===== src/verilog/psi_pkg.sv =====
// constants shared by the power and status indicator controller
// assumes a 10 MHz system clock; all counts are derived from that rate
package psi_pkg;
  // ==========================================================
  // timing
  localparam int unsigned CLK_HZ = 10_000_000;
  localparam int unsigned BLINK_HALF_S = 1;
  localparam int unsigned BEEP_SLOW_S = 2;
  localparam int unsigned PROTECT_MIN = 2;
  localparam int unsigned SEC_CYCLES = CLK_HZ;
  localparam int unsigned BEEP_LEN_CYC = CLK_HZ / 10;
  localparam int unsigned BEEP_FAST_CYC = CLK_HZ / 2;
  localparam int unsigned PROTECT_S = PROTECT_MIN * 60;
  // ==========================================================
  // battery thresholds: percent and millivolts
  localparam logic [6:0] WARN_PCT = 7'h0A;
  localparam logic [6:0] LOW_PCT = 7'h04;
  localparam logic [15:0] DEAD_MV = 16'h2328;
  // ==========================================================
  // display selection codes
  localparam logic [1:0] DISP_PANEL = 2'h0;
  localparam logic [1:0] DISP_EXT = 2'h1;
  localparam logic [1:0] DISP_BOTH = 2'h2;
  // lid actions
  localparam logic [1:0] LID_EXT = 2'h0;
  localparam logic [1:0] LID_PANEL_OFF = 2'h1;
  localparam logic [1:0] LID_SUSPEND = 2'h2;
  // brightness
  localparam logic [2:0] BRIGHT_RST = 3'h7;
  localparam logic [2:0] BRIGHT_MAX = 3'h7;
  // battery status led colours
  localparam logic [1:0] COL_OFF = 2'h0;
  localparam logic [1:0] COL_RED = 2'h1;
  localparam logic [1:0] COL_GREEN = 2'h2;
  localparam logic [1:0] COL_AMBER = 2'h3;
  // ==========================================================
  // power management and battery states
  typedef enum logic [4:0] {
    PM_FULL = 5'h01,
    PM_DOZE = 5'h02,
    PM_STBY = 5'h04,
    PM_SDRAM = 5'h08,
    PM_SDISK = 5'h10
  } psi_pm_t;
  typedef enum logic [3:0] {
    BAT_OK = 4'h1,
    BAT_WARN = 4'h2,
    BAT_LOW = 4'h4,
    BAT_DEAD = 4'h8
  } psi_bat_t;
endpackage


===== src/verilog/psi_ctrl.sv =====
// power management and status indicator controller: leds, battery alarms,
// hot keys, lid switch, idle state stepping and fan pwm
// assumes key and lid inputs are single-cycle pulses or levels from logic
// on sys_clk_i, and that the fan pwm counter runs on the same clock
//
// Overview of operation
// - on AC the AC led is steady; in DRAM suspend it blinks 1 s
// - AC led dark when off, on battery, or in disk suspend
// - on battery the battery led is steady; DRAM suspend blinks 1 s
// - battery led dark when off, on AC, or in disk suspend
// - status led off normally; at 10 percent red, flashing, beep every 2 s
// - with AC present status led green when full, amber when charging
// - warning beeps sound only while the beep enable is set
// - protection enabled forces disk suspend 2 minutes after warning
// - below 4 percent after warning, low state beeps twice per second
// - at 9 volts the system is shut down
// - display key cycles panel, external, both
// - brightness keys step down or up; ignored on passive panels
// - battery warning key inverts the beep enable
// - suspend key forces disk or DRAM suspend per configuration
// - lid closure while powered runs the configured action
// - doze throttles the processor between run and stop grant
// - standby holds stop grant, backlight off, disk and floppy down
// - enabled activity monitors advance the state when idle
// - fan speed is pwm derived from cpu temperature
module psi_ctrl #(
  parameter int unsigned SEC_CYC = psi_pkg::SEC_CYCLES,
  parameter int unsigned IDLE_SEC = 60,
  parameter int unsigned DOZE_PERIOD = 4
) (
  input wire logic sys_clk_i,
  input wire logic rst_b_i,
  input wire logic power_on_i,
  input wire logic ac_present_i,
  input wire logic bat_full_i,
  input wire logic bat_charging_i,
  input wire logic [6:0] bat_pct_i,
  input wire logic [15:0] bat_mv_i,
  input wire logic key_display_i,
  input wire logic key_bright_dn_i,
  input wire logic key_bright_up_i,
  input wire logic key_beep_i,
  input wire logic key_suspend_i,
  input wire logic wake_i,
  input wire logic lid_closed_i,
  input wire logic [1:0] cfg_lid_action_i,
  input wire logic cfg_susp_disk_i,
  input wire logic cfg_protect_en_i,
  input wire logic cfg_passive_panel_i,
  input wire logic cfg_mon_video_i,
  input wire logic cfg_mon_disk_i,
  input wire logic video_act_i,
  input wire logic disk_act_i,
  input wire logic [7:0] cpu_temp_i,
  output logic led_ac_o,
  output logic led_bat_o,
  output logic [1:0] led_stat_o,
  output logic beep_o,
  output logic beep_en_o,
  output logic [1:0] disp_sel_o,
  output logic [2:0] bright_o,
  output logic panel_on_o,
  output logic cpu_stop_grant_o,
  output logic hdd_spin_down_o,
  output logic fdd_standby_o,
  output logic [4:0] pm_state_o,
  output logic shutdown_o,
  output logic fan_pwm_o
);
  initial begin
    if (SEC_CYC < 10 || IDLE_SEC < 1 || DOZE_PERIOD < 2) $error("psi_ctrl: bad parameter");
  end

  // ==========================================================
  // prescaler and timebase
  logic [31:0] pre_ff;
  logic sec_tick;
  logic blink_ff;
  logic [7:0] beep_sec_ff;
  logic [31:0] half_ff;
  logic half_tick;
  // one second tick shared by blink, beep and protection timers
  assign sec_tick = (pre_ff == SEC_CYC - 1);
  assign half_tick = (half_ff == SEC_CYC / 2 - 1);
  always_ff @(posedge sys_clk_i or negedge rst_b_i) begin
    if (!rst_b_i) begin
      pre_ff <= 32'h0;
    end else if (sec_tick) begin
      pre_ff <= 32'h0;
    end else begin
      pre_ff <= pre_ff + 32'h1;
    end
  end
  always_ff @(posedge sys_clk_i or negedge rst_b_i) begin
    if (!rst_b_i) begin
      half_ff <= 32'h0;
    end else if (half_tick) begin
      half_ff <= 32'h0;
    end else begin
      half_ff <= half_ff + 32'h1;
    end
  end
  // blink phase toggles each second: on 1 s, off 1 s
  always_ff @(posedge sys_clk_i or negedge rst_b_i) begin
    if (!rst_b_i) begin
      blink_ff <= 1'b0;
      beep_sec_ff <= 8'h0;
    end else if (sec_tick) begin
      blink_ff <= ~blink_ff;
      beep_sec_ff <= beep_sec_ff + 8'h1;
    end
  end

  // ==========================================================
  // power management state
  psi_pkg::psi_pm_t pm_ff;
  psi_pkg::psi_pm_t nxt_pm;
  psi_pkg::psi_bat_t bat_ff;
  logic [7:0] prot_ff;
  logic [15:0] idle_ff;
  logic idle_now;
  logic lid_prev_ff;
  logic lid_event;
  logic susp_req;
  logic beep_en_ff;
  psi_pkg::psi_pm_t susp_target;

  // idle only counts when a monitor is enabled and its activity is absent
  assign idle_now = (cfg_mon_video_i || cfg_mon_disk_i) &&
                    !(cfg_mon_video_i && video_act_i) && !(cfg_mon_disk_i && disk_act_i);
  assign lid_event = lid_closed_i && !lid_prev_ff && power_on_i;
  assign susp_target = cfg_susp_disk_i ? psi_pkg::PM_SDISK : psi_pkg::PM_SDRAM;
  // hot key or lid suspend, disk or dram chosen by configuration
  assign susp_req = key_suspend_i || (lid_event && cfg_lid_action_i == psi_pkg::LID_SUSPEND);

  always_ff @(posedge sys_clk_i or negedge rst_b_i) begin
    if (!rst_b_i) begin
      lid_prev_ff <= 1'b0;
    end else begin
      lid_prev_ff <= lid_closed_i;
    end
  end

  // idle seconds counter; any monitored activity restarts it
  always_ff @(posedge sys_clk_i or negedge rst_b_i) begin
    if (!rst_b_i) begin
      idle_ff <= 16'h0;
    end else if (!idle_now || nxt_pm != pm_ff) begin
      idle_ff <= 16'h0;
    end else if (sec_tick && idle_ff != 16'hFFFF) begin
      idle_ff <= idle_ff + 16'h1;
    end
  end

  // state stepping; protection and suspend requests take priority over idle
  always_comb begin
    nxt_pm = pm_ff;
    unique case (pm_ff)
      psi_pkg::PM_FULL, psi_pkg::PM_DOZE, psi_pkg::PM_STBY: begin
        if (!power_on_i) begin
          nxt_pm = psi_pkg::PM_FULL;
        end else if (cfg_protect_en_i && bat_ff != psi_pkg::BAT_OK && prot_ff >= 8'(psi_pkg::PROTECT_S)) begin
          nxt_pm = psi_pkg::PM_SDISK;
        end else if (susp_req) begin
          nxt_pm = susp_target;
        end else if (idle_ff >= 16'(IDLE_SEC)) begin
          nxt_pm = (pm_ff == psi_pkg::PM_FULL) ? psi_pkg::PM_DOZE :
                   (pm_ff == psi_pkg::PM_DOZE) ? psi_pkg::PM_STBY : susp_target;
        end else if (!idle_now && pm_ff != psi_pkg::PM_FULL) begin
          nxt_pm = psi_pkg::PM_FULL;
        end
      end
      psi_pkg::PM_SDRAM, psi_pkg::PM_SDISK: begin
        if (wake_i || !power_on_i) begin
          nxt_pm = psi_pkg::PM_FULL;
        end
      end
      default: nxt_pm = psi_pkg::PM_FULL;
    endcase
  end
  always_ff @(posedge sys_clk_i or negedge rst_b_i) begin
    if (!rst_b_i) begin
      pm_ff <= psi_pkg::PM_FULL;
    end else begin
      pm_ff <= nxt_pm;
    end
  end

  // ==========================================================
  // battery states: warning at or below 10, low below 4, dead at 9 volts
  always_ff @(posedge sys_clk_i or negedge rst_b_i) begin
    if (!rst_b_i) begin
      bat_ff <= psi_pkg::BAT_OK;
    end else if (ac_present_i || !power_on_i) begin
      bat_ff <= psi_pkg::BAT_OK;
    end else if (bat_mv_i <= psi_pkg::DEAD_MV) begin
      bat_ff <= psi_pkg::BAT_DEAD;
    end else if (bat_ff != psi_pkg::BAT_OK && bat_pct_i < psi_pkg::LOW_PCT) begin
      bat_ff <= psi_pkg::BAT_LOW;
    end else if (bat_ff == psi_pkg::BAT_OK && bat_pct_i <= psi_pkg::WARN_PCT) begin
      bat_ff <= psi_pkg::BAT_WARN;
    end
  end
  // protection timer counts seconds since the warning state was entered
  always_ff @(posedge sys_clk_i or negedge rst_b_i) begin
    if (!rst_b_i) begin
      prot_ff <= 8'h0;
    end else if (bat_ff == psi_pkg::BAT_OK) begin
      prot_ff <= 8'h0;
    end else if (sec_tick && prot_ff != 8'hFF) begin
      prot_ff <= prot_ff + 8'h1;
    end
  end
  assign shutdown_o = (bat_ff == psi_pkg::BAT_DEAD);

  // ==========================================================
  // hot keys
  always_ff @(posedge sys_clk_i or negedge rst_b_i) begin
    if (!rst_b_i) begin
      beep_en_ff <= 1'b1;
    end else if (key_beep_i) begin
      beep_en_ff <= ~beep_en_ff;
    end
  end
  always_ff @(posedge sys_clk_i or negedge rst_b_i) begin
    if (!rst_b_i) begin
      disp_sel_o <= psi_pkg::DISP_PANEL;
    end else if (lid_event && cfg_lid_action_i == psi_pkg::LID_EXT) begin
      disp_sel_o <= psi_pkg::DISP_EXT;
    end else if (key_display_i) begin
      disp_sel_o <= (disp_sel_o == psi_pkg::DISP_BOTH) ? psi_pkg::DISP_PANEL : disp_sel_o + 2'h1;
    end
  end
  // passive panels have fixed brightness, so the keys are ignored
  always_ff @(posedge sys_clk_i or negedge rst_b_i) begin
    if (!rst_b_i) begin
      bright_o <= psi_pkg::BRIGHT_RST;
    end else if (!cfg_passive_panel_i) begin
      if (key_bright_up_i && bright_o != psi_pkg::BRIGHT_MAX) begin
        bright_o <= bright_o + 3'h1;
      end else if (key_bright_dn_i && !key_bright_up_i && bright_o != 3'h0) begin
        bright_o <= bright_o - 3'h1;
      end
    end
  end
  // lid panel-off holds until the lid opens again
  logic lid_off_ff;
  always_ff @(posedge sys_clk_i or negedge rst_b_i) begin
    if (!rst_b_i) begin
      lid_off_ff <= 1'b0;
    end else if (!lid_closed_i) begin
      lid_off_ff <= 1'b0;
    end else if (lid_event && cfg_lid_action_i == psi_pkg::LID_PANEL_OFF) begin
      lid_off_ff <= 1'b1;
    end
  end

  // ==========================================================
  // device controls per state
  logic [7:0] doze_ff;
  always_ff @(posedge sys_clk_i or negedge rst_b_i) begin
    if (!rst_b_i) begin
      doze_ff <= 8'h0;
    end else if (doze_ff >= 8'(DOZE_PERIOD - 1)) begin
      doze_ff <= 8'h0;
    end else begin
      doze_ff <= doze_ff + 8'h1;
    end
  end
  always_ff @(posedge sys_clk_i or negedge rst_b_i) begin
    if (!rst_b_i) begin
      cpu_stop_grant_o <= 1'b0;
      hdd_spin_down_o <= 1'b0;
      fdd_standby_o <= 1'b0;
      panel_on_o <= 1'b0;
    end else begin
      // doze alternates run and stop grant, half of each period
      cpu_stop_grant_o <= (nxt_pm == psi_pkg::PM_STBY) ||
                          (nxt_pm == psi_pkg::PM_DOZE && doze_ff >= 8'(DOZE_PERIOD / 2));
      hdd_spin_down_o <= (nxt_pm == psi_pkg::PM_STBY);
      fdd_standby_o <= (nxt_pm == psi_pkg::PM_STBY);
      panel_on_o <= power_on_i && !lid_off_ff && (nxt_pm == psi_pkg::PM_FULL || nxt_pm == psi_pkg::PM_DOZE);
    end
  end

  // ==========================================================
  // leds and beeper
  logic run;
  logic warn;
  assign run = power_on_i && pm_ff != psi_pkg::PM_SDISK;
  assign warn = !ac_present_i && (bat_ff == psi_pkg::BAT_WARN || bat_ff == psi_pkg::BAT_LOW);
  always_ff @(posedge sys_clk_i or negedge rst_b_i) begin
    if (!rst_b_i) begin
      led_ac_o <= 1'b0;
      led_bat_o <= 1'b0;
      led_stat_o <= psi_pkg::COL_OFF;
    end else begin
      // steady while running, 1 s blink in dram suspend, dark otherwise
      led_ac_o <= run && ac_present_i && (pm_ff != psi_pkg::PM_SDRAM || blink_ff);
      led_bat_o <= run && !ac_present_i && (pm_ff != psi_pkg::PM_SDRAM || blink_ff);
      if (ac_present_i) begin
        led_stat_o <= bat_full_i ? psi_pkg::COL_GREEN :
                      bat_charging_i ? psi_pkg::COL_AMBER : psi_pkg::COL_OFF;
      end else if (warn && power_on_i) begin
        led_stat_o <= blink_ff ? psi_pkg::COL_RED : psi_pkg::COL_OFF;
      end else begin
        led_stat_o <= psi_pkg::COL_OFF;
      end
    end
  end
  // beep pulse: each even second when warning, each half second when low
  logic [23:0] beep_len_ff;
  logic beep_start;
  assign beep_start = warn && beep_en_ff && power_on_i &&
                      ((bat_ff == psi_pkg::BAT_WARN && sec_tick && beep_sec_ff[0]) ||
                       (bat_ff == psi_pkg::BAT_LOW && half_tick));
  always_ff @(posedge sys_clk_i or negedge rst_b_i) begin
    if (!rst_b_i) begin
      beep_len_ff <= 24'h0;
    end else if (beep_start) begin
      // a tenth of the configured second, so a shortened second keeps beeps apart
      beep_len_ff <= 24'(SEC_CYC / 10);
    end else if (beep_len_ff != 24'h0 && !(beep_en_ff && warn)) begin
      beep_len_ff <= 24'h0;
    end else if (beep_len_ff != 24'h0) begin
      beep_len_ff <= beep_len_ff - 24'h1;
    end
  end
  assign beep_o = (beep_len_ff != 24'h0);
  assign beep_en_o = beep_en_ff;
  assign pm_state_o = pm_ff;

  // ==========================================================
  // fan pwm: duty rises with cpu temperature
  logic [7:0] pwm_cnt_ff;
  always_ff @(posedge sys_clk_i or negedge rst_b_i) begin
    if (!rst_b_i) begin
      pwm_cnt_ff <= 8'h0;
      fan_pwm_o <= 1'b0;
    end else begin
      pwm_cnt_ff <= pwm_cnt_ff + 8'h1;
      fan_pwm_o <= power_on_i && (pwm_cnt_ff < cpu_temp_i);
    end
  end

  // ==========================================================
  // checks
  property p_ac_dark_on_bat;
    @(posedge sys_clk_i) disable iff (!rst_b_i) !ac_present_i |=> !led_ac_o;
  endproperty
  a_ac_dark_on_bat: assert property (p_ac_dark_on_bat) else $error("ac led lit on battery");
  property p_bat_dark_on_ac;
    @(posedge sys_clk_i) disable iff (!rst_b_i) ac_present_i |=> !led_bat_o;
  endproperty
  a_bat_dark_on_ac: assert property (p_bat_dark_on_ac) else $error("battery led lit on ac");
  property p_disk_dark;
    @(posedge sys_clk_i) disable iff (!rst_b_i) pm_ff == psi_pkg::PM_SDISK |=> !led_ac_o && !led_bat_o;
  endproperty
  a_disk_dark: assert property (p_disk_dark) else $error("power led lit in disk suspend");
  property p_beep_gate;
    @(posedge sys_clk_i) disable iff (!rst_b_i) !beep_en_ff |=> !beep_o;
  endproperty
  a_beep_gate: assert property (p_beep_gate) else $error("beep while disabled");
  property p_beep_toggle;
    @(posedge sys_clk_i) disable iff (!rst_b_i) key_beep_i |=> beep_en_ff != $past(beep_en_ff);
  endproperty
  a_beep_toggle: assert property (p_beep_toggle) else $error("beep enable not inverted");
  property p_disp_cycle;
    @(posedge sys_clk_i) disable iff (!rst_b_i)
      key_display_i && !lid_event && disp_sel_o == psi_pkg::DISP_BOTH |=> disp_sel_o == psi_pkg::DISP_PANEL;
  endproperty
  a_disp_cycle: assert property (p_disp_cycle) else $error("display did not wrap");
  property p_passive;
    @(posedge sys_clk_i) disable iff (!rst_b_i) cfg_passive_panel_i |=> $stable(bright_o);
  endproperty
  a_passive: assert property (p_passive) else $error("brightness moved on passive panel");
  property p_standby;
    @(posedge sys_clk_i) disable iff (!rst_b_i)
      pm_ff == psi_pkg::PM_STBY |-> cpu_stop_grant_o && hdd_spin_down_o && fdd_standby_o && !panel_on_o;
  endproperty
  a_standby: assert property (p_standby) else $error("standby controls wrong");
  property p_dead;
    @(posedge sys_clk_i) disable iff (!rst_b_i)
      power_on_i && !ac_present_i && bat_mv_i <= psi_pkg::DEAD_MV |=> shutdown_o;
  endproperty
  a_dead: assert property (p_dead) else $error("no shutdown at dead voltage");
  property p_susp_key;
    @(posedge sys_clk_i) disable iff (!rst_b_i)
      key_suspend_i && power_on_i && pm_ff == psi_pkg::PM_FULL && bat_ff == psi_pkg::BAT_OK && cfg_susp_disk_i
      |=> pm_ff == psi_pkg::PM_SDISK;
  endproperty
  a_susp_key: assert property (p_susp_key) else $error("suspend key ignored");
endmodule


===== config.mk =====
export PLATFORM = sky130hd
export DESIGN_NAME = psi_ctrl
export DESIGN_NICKNAME = d
export VERILOG_FILES = /design/src/verilog/psi_pkg.sv /design/src/verilog/psi_ctrl.sv
export SDC_FILE = /design/constraint.sdc
export NUM_CORES = 1
export LEC_CHECK = 0
export ABC_CLOCK_PERIOD_IN_PS = 3600
export CORE_MARGIN = 4
export CORE_UTILIZATION = 43
export DETAILED_ROUTE_END_ITERATION = 7
export DONT_BUFFER_PORTS = 1
export GPL_ROUTABILITY_DRIVEN = 1
export PLACE_DENSITY = 0.64
export SLEW_MARGIN = 20
export SYNTH_ARGS = -nofsm -noshare
export SYNTH_HDL_FRONTEND = slang
export SYNTH_SLANG_ARGS = --single-unit
export TNS_END_PERCENT = 1

===== constraint.sdc =====
create_clock -name sys_clk_i -period 3.6 [get_ports sys_clk_i]
set_input_delay 0.18 -clock sys_clk_i [delete_from_list [all_inputs] [get_ports sys_clk_i]]
set_output_delay 0.18 -clock sys_clk_i [all_outputs]
set_load 0.05 [all_outputs]

Yosys cells after proc, flatten, opt, wreduce, memory -nomap -nowiden
Index checks and enable logic that the tools add are counted.

$lt $le $gt $ge: 8. Divide/modulo/power cells: 0. Multipliers: 0. Bitwise operators: 3. Equality and inequality tests: 26. Reductions and logical operators: 68. Mux-type cells: 36. Shift-type cells: 0. $add $sub $neg: 11.

Operators with widths (number): 24-bit 2-to-1 mux (3); 32-bit by 1-bit adder with 32-bit output (second input constant) (2); 32-bit 2-to-1 mux (2); 5-bit 2-to-1 mux (9); 1-bit logical AND (37); 8-bit by 1-bit adder with 8-bit output (second input constant) (4); 32-bit by 23-bit == test with 1-bit output (second input constant) (1); 32-bit by 24-bit == test with 1-bit output (second input constant) (1); 16-bit 2-to-1 mux (2); 8-bit 2-to-1 mux (3); 24-bit nonzero test (1); 24-bit by 1-bit subtractor with 24-bit output (second input constant) (1); 16-bit by 1-bit adder with 16-bit output (second input constant) (1); 16-bit by 6-bit >= comparator with 1-bit output (second input constant) (1); 8-bit by 2-bit >= comparator with 1-bit output (second input constant) (2); 16-bit by 14-bit less-or-equal comparator with 1-bit output (second input constant) (1); 4-bit 2-to-1 mux (4); 16-bit != test (second input constant) (1); 2-bit 2-to-1 mux (6); 5-bit by 1-bit == test with 1-bit output (second input constant) (2); 5-bit by 2-bit == test with 1-bit output (second input constant) (2); 5-bit by 3-bit == test with 1-bit output (second input constant) (2); 1-bit logical OR (10); 5-bit case mux with 2 select lines (1); other kinds (34) (53).

Bits in writable memories: 0. Memories kept: 0. Output and inout port bits: 22. ROM bits: 0. Flip-flop bits (word level): 162. Input bits: 53. Logic and storage cells: 175. Bits in latches: 0.

Depth between registers and ports, before layout
Gate-level depths: netlist of run 1.

Depth after elaboration: 15. Mapped depth: 9. Depth with buffers taken out: 8.

Least setup slack after synthesis of run 1
No wires, ideal clock.

Path type: register to register. Start point: reg pm_ff[2], in the netlist pm_state_o[2]. End point: reg idle_ff[4]. Setup slack: 1.267 ns. Period minus slack after synthesis: 2.333 ns. Data required time: 3.520 ns. Cell stages (with the launch flop): 9. Library setup time: 0.080 ns. Buffers on the path: 2. Arrival time: 2.253 ns. Cells stage by stage: dfrtp_1 -> clkbuf_1 -> xor2_1 -> o211a_1 -> nand3_1 -> a211oi_2 -> nand3_2 -> buf_6 -> nor3_2.

Longest elaborated chain between the ends: 11. Elaborated cells on any way between the ends: 22.

Ends and longest elaborated chain: from (decl) (line psi_ctrl.sv:116) `psi_pkg::psi_pm_t pm_ff;`; from (signal assigned) (line psi_ctrl.sv:183) `pm_ff <= psi_pkg::PM_FULL;`; from (signal assigned) (line psi_ctrl.sv:185) `pm_ff <= nxt_pm;`; 5-bit by 2-bit == test with 1-bit output or 5-bit by 1-bit != test with 1-bit output (tied branches) (line psi_ctrl.sv:158, psi_ctrl.sv:168, psi_ctrl.sv:169); 5-bit 2-to-1 mux or 1-bit logical AND (tied branches) (line psi_ctrl.sv:168, psi_ctrl.sv:169); 5-bit 2-to-1 mux (on tied branches) (line psi_ctrl.sv:167, psi_ctrl.sv:169); 5-bit 2-to-1 mux (line psi_ctrl.sv:166) `end else if (idle_ff >= 16'(IDLE_SEC)) begin`; 5-bit 2-to-1 mux (line psi_ctrl.sv:164) `end else if (susp_req) begin`; 5-bit 2-to-1 mux (line psi_ctrl.sv:162) `end else if (cfg_protect_en_i && bat_ff != psi_pkg::BAT_OK && prot_ff >= 8'(psi_pkg::PROTECT_S)) begin`; 5-bit 2-to-1 mux (line psi_ctrl.sv:160) `if (!power_on_i) begin`; 5-bit case mux with 2 select lines (line psi_ctrl.sv:158) `unique case (pm_ff)`; 5-bit != test (*) (line psi_ctrl.sv:148) `end else if (!idle_now || nxt_pm != pm_ff) begin`; 1-bit logical OR (*) (line psi_ctrl.sv:148); 16-bit 2-to-1 mux or 2-bit nonzero test (tied branches); to (signal assigned) (line psi_ctrl.sv:151) `idle_ff <= idle_ff + 16'h1;`; to (decl) (line psi_ctrl.sv:120) `logic [15:0] idle_ff;`.

Mark *: on every way between the ends. The rest lies on a longest branch, timed or not. A chain may end at the register's enable or synchronous reset.

Final worst setup path of run 1
Start point: reg beep_len_ff[4]. End point: out beep_o.

Longest elaborated chain between the ends: 1.

Ends and longest elaborated chain: from (decl) (line psi_ctrl.sv:312) `logic [23:0] beep_len_ff;`; from (signal assigned) (line psi_ctrl.sv:322) `beep_len_ff <= 24'(SEC_CYC / 10);`; from (signal assigned) (line psi_ctrl.sv:326) `beep_len_ff <= beep_len_ff - 24'h1;`; 24-bit nonzero test (line psi_ctrl.sv:329) `assign beep_o = (beep_len_ff != 24'h0);`; to (decl) (line psi_ctrl.sv:58) `output logic beep_o,`.

No other way between the ends.

==> results.sh, run 1 <==
export IMPL_antenna_found_initial=0
export IMPL_grt_pass1_wl_um=27900
export IMPL_crit_buf_inv=3
export IMPL_setup_viol=0
export IMPL_outcome="finished with violations"
export IMPL_avgSynthCellArea_sq_um=10.0
export IMPL_critical_path_max_stage_delay_ns=0.57
export IMPL_rsz0062_at_grt="false"
export IMPL_synth_area_mux_share_pct=0.762
export IMPL_required_ns=3.42
export IMPL_cap_violations=0
export IMPL_grt_max_degree=156
export IMPL_relSlewSlack_pct=40.9
export IMPL_dieArea_sq_um=21000
export IMPL_viasPerCell=5.53
export IMPL_fp_dieH_um=145
export IMPL_core_area_sq_um=18200
export IMPL_die_w_um=145
export IMPL_synth_compound_area_share_pct=8.29
export IMPL_clkTransAtPathRegs_ns=0.06
export IMPL_setup_tns_ns=0
export IMPL_grt_overflow=0
export IMPL_synth_warning_count=0
export IMPL_ys_types=70
export IMPL_portBuffers=0
export IMPL_crit_path_end_kind="output pin"
export IMPL_powerDensity_nw_per_um2=433
export IMPL_post_drt_wl_per_cell_um=15.4
export IMPL_synth_top_family_by_area="simple AND/OR/NAND/NOR gates"
export IMPL_routed_wl_um=16400
export IMPL_ys_seq_area_share_pct=48.3
export IMPL_cp_startpoint="beep_len_ff[4]$_DFFE_PN0P_"
export IMPL_path_class="register to output pin"
export IMPL_syn_inst=803
export IMPL_yosysTopAreaCell="dfrtp_1"
export IMPL_synth_xor_area_share_pct=11.2
export IMPL_grt_util_all_layers_pct=16.4
export IMPL_synthTopCellsByArea="dfrtp_1, xnor2_1, xor2_1"
export IMPL_cp_start_kind="register"
export IMPL_synthToLayoutAreaGrowth_pct=11.5
export IMPL_clock_fmax_mhz=350
export IMPL_synth_most_common_cell="dfrtp_1"
export IMPL_hold_viol=155
export IMPL_boundaryPins=75
export IMPL_remaining_drc_errors=0
export IMPL_arrival_ns=2.68
export IMPL_grt_pass1_vias=5809
export IMPL_cts_resized=0
export IMPL_min_period_over_period_pct=79.5
export IMPL_drv_slew=0
export IMPL_dr_pass1_iters=4
export IMPL_synthArstFlopShare_pct=100
export IMPL_cts_root_buffer="clkbuf_16"
export IMPL_ir_drop_mv=0.342
export IMPL_cts_tree="built"
export IMPL_netlist_area_sq_um=8050
export IMPL_cpMaxStageDelayCell="or4_1"
export IMPL_hpwl_um=11100
export IMPL_crit_family="simple AND/OR/NAND/NOR gates"
export IMPL_leakage_nw=3.99
export IMPL_ctsHoldBuffers=12
export IMPL_synth_main_ff_cell="dfrtp_1"
export IMPL_drt_iter0_markers=311
export IMPL_num_antenna_cells=0
export IMPL_yosys_area_share_adder_pct=3.02
export IMPL_gp_congestion=0.841
export IMPL_netlist_area_leader_share_pct=46.3
export IMPL_hold_ws_ns=-0.540
export IMPL_hold_class="input pin to async pin"
export IMPL_fp_row_count=49
export IMPL_start_util_pct=44.2
export IMPL_clk_latency_ns=0.42
export IMPL_synthTopCellsByCount="dfrtp_1, nor2_1, xnor2_1, nand2_1, nand3_1"
export IMPL_period_needed_ns=2.86
export IMPL_synthSimpleGateAreaFrac_pct=25.7
export IMPL_worst_pin_slew_ns=0.887
export IMPL_r2r_start="pm_state_o[3]$_DFF_PN0_"
export IMPL_cp_cell_sequence="or4_1 > nor3b_2 > buf_4 > and3_1 > inv_1 > buf_4"
export IMPL_violations="hold timing"
export IMPL_ant_nets=0
export IMPL_dr_total_vias=5883
export IMPL_path_common_cell="buf_4"
export IMPL_synth_edf_count=0
export IMPL_finish_net_count=894
export IMPL_numCtsBuffers=17
export IMPL_post_cts_setup_buffers=0
export IMPL_clockBufferDepth=2
export IMPL_skew_ns=0.0113
export IMPL_numClockSinks=155
export IMPL_final_layout_size_suffix_gt1_share_pct=8.50
export IMPL_yosys_register_bits=155
export IMPL_path_max_fanout=15
export IMPL_cts_htree_levels=4
cells by family (layout without fill, tap and decap cells):
| logic type | count (synthesis) | in the layout |
|---|---|---|
| flops | 155 | 155 |
| buf+inv | 48 | 75 |
| compound gates | 100 | 100 |
| other cells | 1 | 6 |
| xor+xnor | 103 | 103 |
| fa+ha+maj | 19 | 19 |
| simple gates | 371 | 371 |
| mux | 6 | 6 |
sequential cells by signal, summed over array words and instances, names as in the netlist, 3 cells and up:
name and cells:
bat_ff 4, pre_ff 32, half_ff 32, idle_ff 16, pm_state_o 5, bright_o 3, pwm_cnt_ff 8, beep_len_ff 24
prot_ff 8, doze_ff 8
final timing paths:
kind	to	slack, ns	cells after the start
setup / recovery	beep_o	0.74	6
hold / removal	beep_len_ff[20]$_DFFE_PN0P_	-0.54	0
setup reg to reg	idle_ff[15]$_DFFE_PN0P_	0.87	6
hold reg to reg	doze_ff[0]$_DFF_PN0_	0.47	1
max in group asynchronous	pm_state_o[0]$_DFF_PN1_	3.84	0
min in group sys_clk_i	led_bat_o$_DFF_PN0_	0.02	2
metrics by stage:
step | setup WS [ns] | utilization, % | area (sq um) | instances | total power (W)
detailed placement | 0.917 | 45.5 | 8290 | 1021 | 0.00224
CTS | 0.727 | 49.2 | 8960 | 1064 | 0.00393
finish | 0.739 | 49.3 | 8970 | 1064 | 0.00389
global route | 0.555 | 49.3 | 8970 | 1064 | 0.00405
floorplan | 1.27 | - | 8070 | 808 | 0.00219
global placement | 0.987 | 45.5 | 8290 | 1021 | 0.00223
layout by cell type (no fill, tap or decap), drive strengths merged, types with 20 or more instances in the layout:
cell type	n
clkbuf	20
o21ai	22
nand4	33
nand3	55
inv	27
nor3	43
xor2	46
dfrtp	149
nand2	56
xnor2	57
nor2	71
and3	25
a21oi	25
report_power, final:
part           internal (W)  leakage (nW)  switching, W
Combinational     0.0000984          1.65      0.000106
Sequential          0.00181          2.07      0.000210
Clock              0.000940         0.269      0.000722
final cells by class:
cell class	count	area (sq um)
Clock buffer	20	467
Clock inverter	11	86.3
Fill cell	1651	9240
Inverter	24	90.1
Multi-Input combinational cell	605	3970
Sequential cell	155	3890
Tap cell	229	287
Timing Repair Buffer	20	180
metal layers:
layer	part of all wire (%)	up-vias	GRT usage, %	wire [um]
met1	48	2835	23.1	7920
met5	0	-	0	0
met4	1.5	0	5.45	245
li1	-	2909	-	-
met2	45	120	25.1	7400
met3	4.9	19	3.94	796
(Power assumes the default switching activity.)
==> inputs of run 2 (changes only) <==
- ABC_CLOCK_PERIOD_IN_PS: 3600 -> 2700
- clock period: 3.6 -> 2.7 ns (I/O delays scaled with it)
==> results.sh, run 2 (synthesis results as in run 1) <==
export IMPL_outcome="finished with violations"
export IMPL_violations="hold timing"
export IMPL_arrival_ns=2.83
export IMPL_antenna_found_initial=0
export IMPL_clock_fmax_mhz=402
export IMPL_core_area_sq_um=18200
export IMPL_r2r_start="bat_ff[0]$_DFFE_PN1P_"
export IMPL_cp_cell_sequence="or4b_4 > o211ai_1 > nand3_1 > a211oi_2 > nand3_4 > buf_4 > nor3_2"
export IMPL_powerDensity_nw_per_um2=592
export IMPL_leakage_nw=4.14
export IMPL_hold_class="input pin to async pin"
export IMPL_timing_rr_end="idle_ff[8]$_DFFE_PN0P_"
export IMPL_final_cell_mix="dfrtp_1, nor2_1, xnor2_1"
export IMPL_clockBufferDepth=2
export IMPL_rrSetupSlack_ns=0.21
export IMPL_hold_viol=155
export IMPL_hold_ws_ns=-0.585
export IMPL_remaining_drc_errors=0
export IMPL_grt_max_degree=156
export IMPL_viasPerCell=5.51
export IMPL_ir_drop_mv=0.401
export IMPL_final_layout_size_suffix_gt1_share_pct=10.5
export IMPL_post_drt_wl_per_cell_um=15.5
export IMPL_numClockSinks=155
export IMPL_clkTransAtPathRegs_ns=0.07
export IMPL_routed_wl_um=16900
export IMPL_crit_path_end_kind="register"
export IMPL_fp_row_count=49
export IMPL_gp_congestion=0.862
export IMPL_hpwl_um=11300
export IMPL_worst_pin_slew_ns=0.893
export IMPL_utilization_pct=50.9
export IMPL_multi_input_area_sq_um=3970
export IMPL_min_period_over_period_pct=92.1
export IMPL_numCtsBuffers=17
export IMPL_nFillCells=1661
export IMPL_setup_tns_ns=0
export IMPL_boundaryPins=75
export IMPL_setup_viol=0
export IMPL_top_regs="half_ff (32), pre_ff (32), beep_len_ff (24)"
export IMPL_start_util_pct=44.2
export IMPL_cap_violations=0
export IMPL_finish_net_count=922
export IMPL_cts_htree_levels=4
export IMPL_cp_start_kind="register"
export IMPL_skew_ns=0.00761
export IMPL_num_antenna_cells=0
export IMPL_critical_path_max_stage_delay_ns=0.56
export IMPL_fp_dieH_um=145
export IMPL_dieArea_sq_um=21000
export IMPL_drv_slew=0
export IMPL_grt_util_all_layers_pct=17.2
export IMPL_drt_iter0_markers=411
export IMPL_clk_latency_ns=0.43
export IMPL_cpMaxStageDelayCell="dfstp_2"
export IMPL_ctsHoldBuffers=20
export IMPL_dr_pass1_iters=5
export IMPL_dr_total_vias=6019
export IMPL_rsz0062_at_grt="false"
export IMPL_cts_root_buffer="clkbuf_16"
export IMPL_layout_commonest_cell="dfrtp_1"
export IMPL_grt_overflow=0
export IMPL_grt_pass1_wl_um=29000
export IMPL_period_needed_ns=2.49
export IMPL_required_ns=3.05
export IMPL_regArea_sq_um=3890
export IMPL_path_class="register to register"
export IMPL_synthToLayoutAreaGrowth_pct=15.1
export IMPL_relSlewSlack_pct=40.5
export IMPL_ant_nets=0
export IMPL_rr_worst_depth=7
export IMPL_die_w_um=145
export IMPL_cts_tree="built"
export IMPL_grt_pass1_vias=6049
export IMPL_portBuffers=0
export IMPL_path_max_fanout=7
run 2: cell count changes in the layout (fill, tap and decap cells not counted):
cell	change
buf_4	+20
bufinv_16	+3
clkbuf_8	-3
clkinv_2	-1
clkinv_4	-2
clkinvlp_4	+2
dlygate4sd3_1	+8
inv_6	+1
inv_8	+1
nand3_2	-1
nand3_4	+1
nor4_1	+1
nor4_2	-1
run 2: worst max-delay path, delay by kind of cell, from the launching register on:
family / cells / cell delay, ns
AO/OA/AOI/OAI: 2 / 0.58
buffers and inverters: 1 / 0.21
flip-flops: 1 / 0.56
AND/OR/NAND/NOR: 4 / 1.05
run 2: worst max-delay path by stage:
| stage | from | end | slack, ns | depth (start not counted) |
|---|---|---|---|---|
| 5_1_grt | bat_ff[0]$_DFFE_PN1P_ | idle_ff[8]$_DFFE_PN0P_ | 0.06 | 7 |
| 2_1_floorplan | pm_state_o[2]$_DFF_PN0_ | idle_ff[4]$_DFFE_PN0P_ | 0.37 | 8 |
| 3_5_place_dp | bat_ff[0]$_DFFE_PN1P_ | idle_ff[15]$_DFFE_PN0P_ | 0.11 | 6 |
| 3_3_place_gp | bat_ff[0]$_DFFE_PN1P_ | idle_ff[1]$_DFFE_PN0P_ | 0.19 | 6 |
| 4_1_cts | bat_ff[0]$_DFFE_PN1P_ | idle_ff[15]$_DFFE_PN0P_ | 0.08 | 6 |
| 6_report | bat_ff[0]$_DFFE_PN1P_ | idle_ff[8]$_DFFE_PN0P_ | 0.21 | 7 |
run 2: power breakdown:
part           leakage, nW  switching [W]  internal [W]
logic                 1.78       0.000162      0.000154
clock network        0.289        0.00102       0.00147
registers             2.07       0.000264       0.00241
run 2: area by class of cell:
cell class                      instances  share of cell area, %
Tap cell                              229                   3.09
Clock inverter                         15                   2.04
Sequential cell                       155                   42.0
Inverter                               24                  0.973
Timing Repair Buffer                   48                   4.43
Clock buffer                           17                   4.59
Multi-Input combinational cell        605                   42.9
run 2: repair_timing:
action / CTS / global route
endpoints found under the hold margin: 170 / 155
gates resized for setup: 0 / 1
endpoints found under the setup margin: 0 / 15
setup buffers: 0 / 3
run 2: per-layer routing:
metal | vias up | wire length (um) | global-route usage [%]
li1 | 2956 | - | -
met1 | 2890 | 8100 | 24.0
met2 | 161 | 7620 | 25.9
met3 | 12 | 1010 | 5.26
met4 | 0 | 197 | 5.30
met5 | - | 0 | 0
run 2: per-stage QoR:
stage                     cell area (sq um)  power [W]  std cells  setup slack, ns
after CTS                              9230    0.00553       1090           0.0757
after global routing                   9260    0.00570       1093           0.0590
after global placement                 8420    0.00298       1038            0.188
after floorplan                        8070    0.00292        808            0.367
after detailed placement               8420    0.00299       1038            0.108
final                                  9260    0.00548       1093            0.213
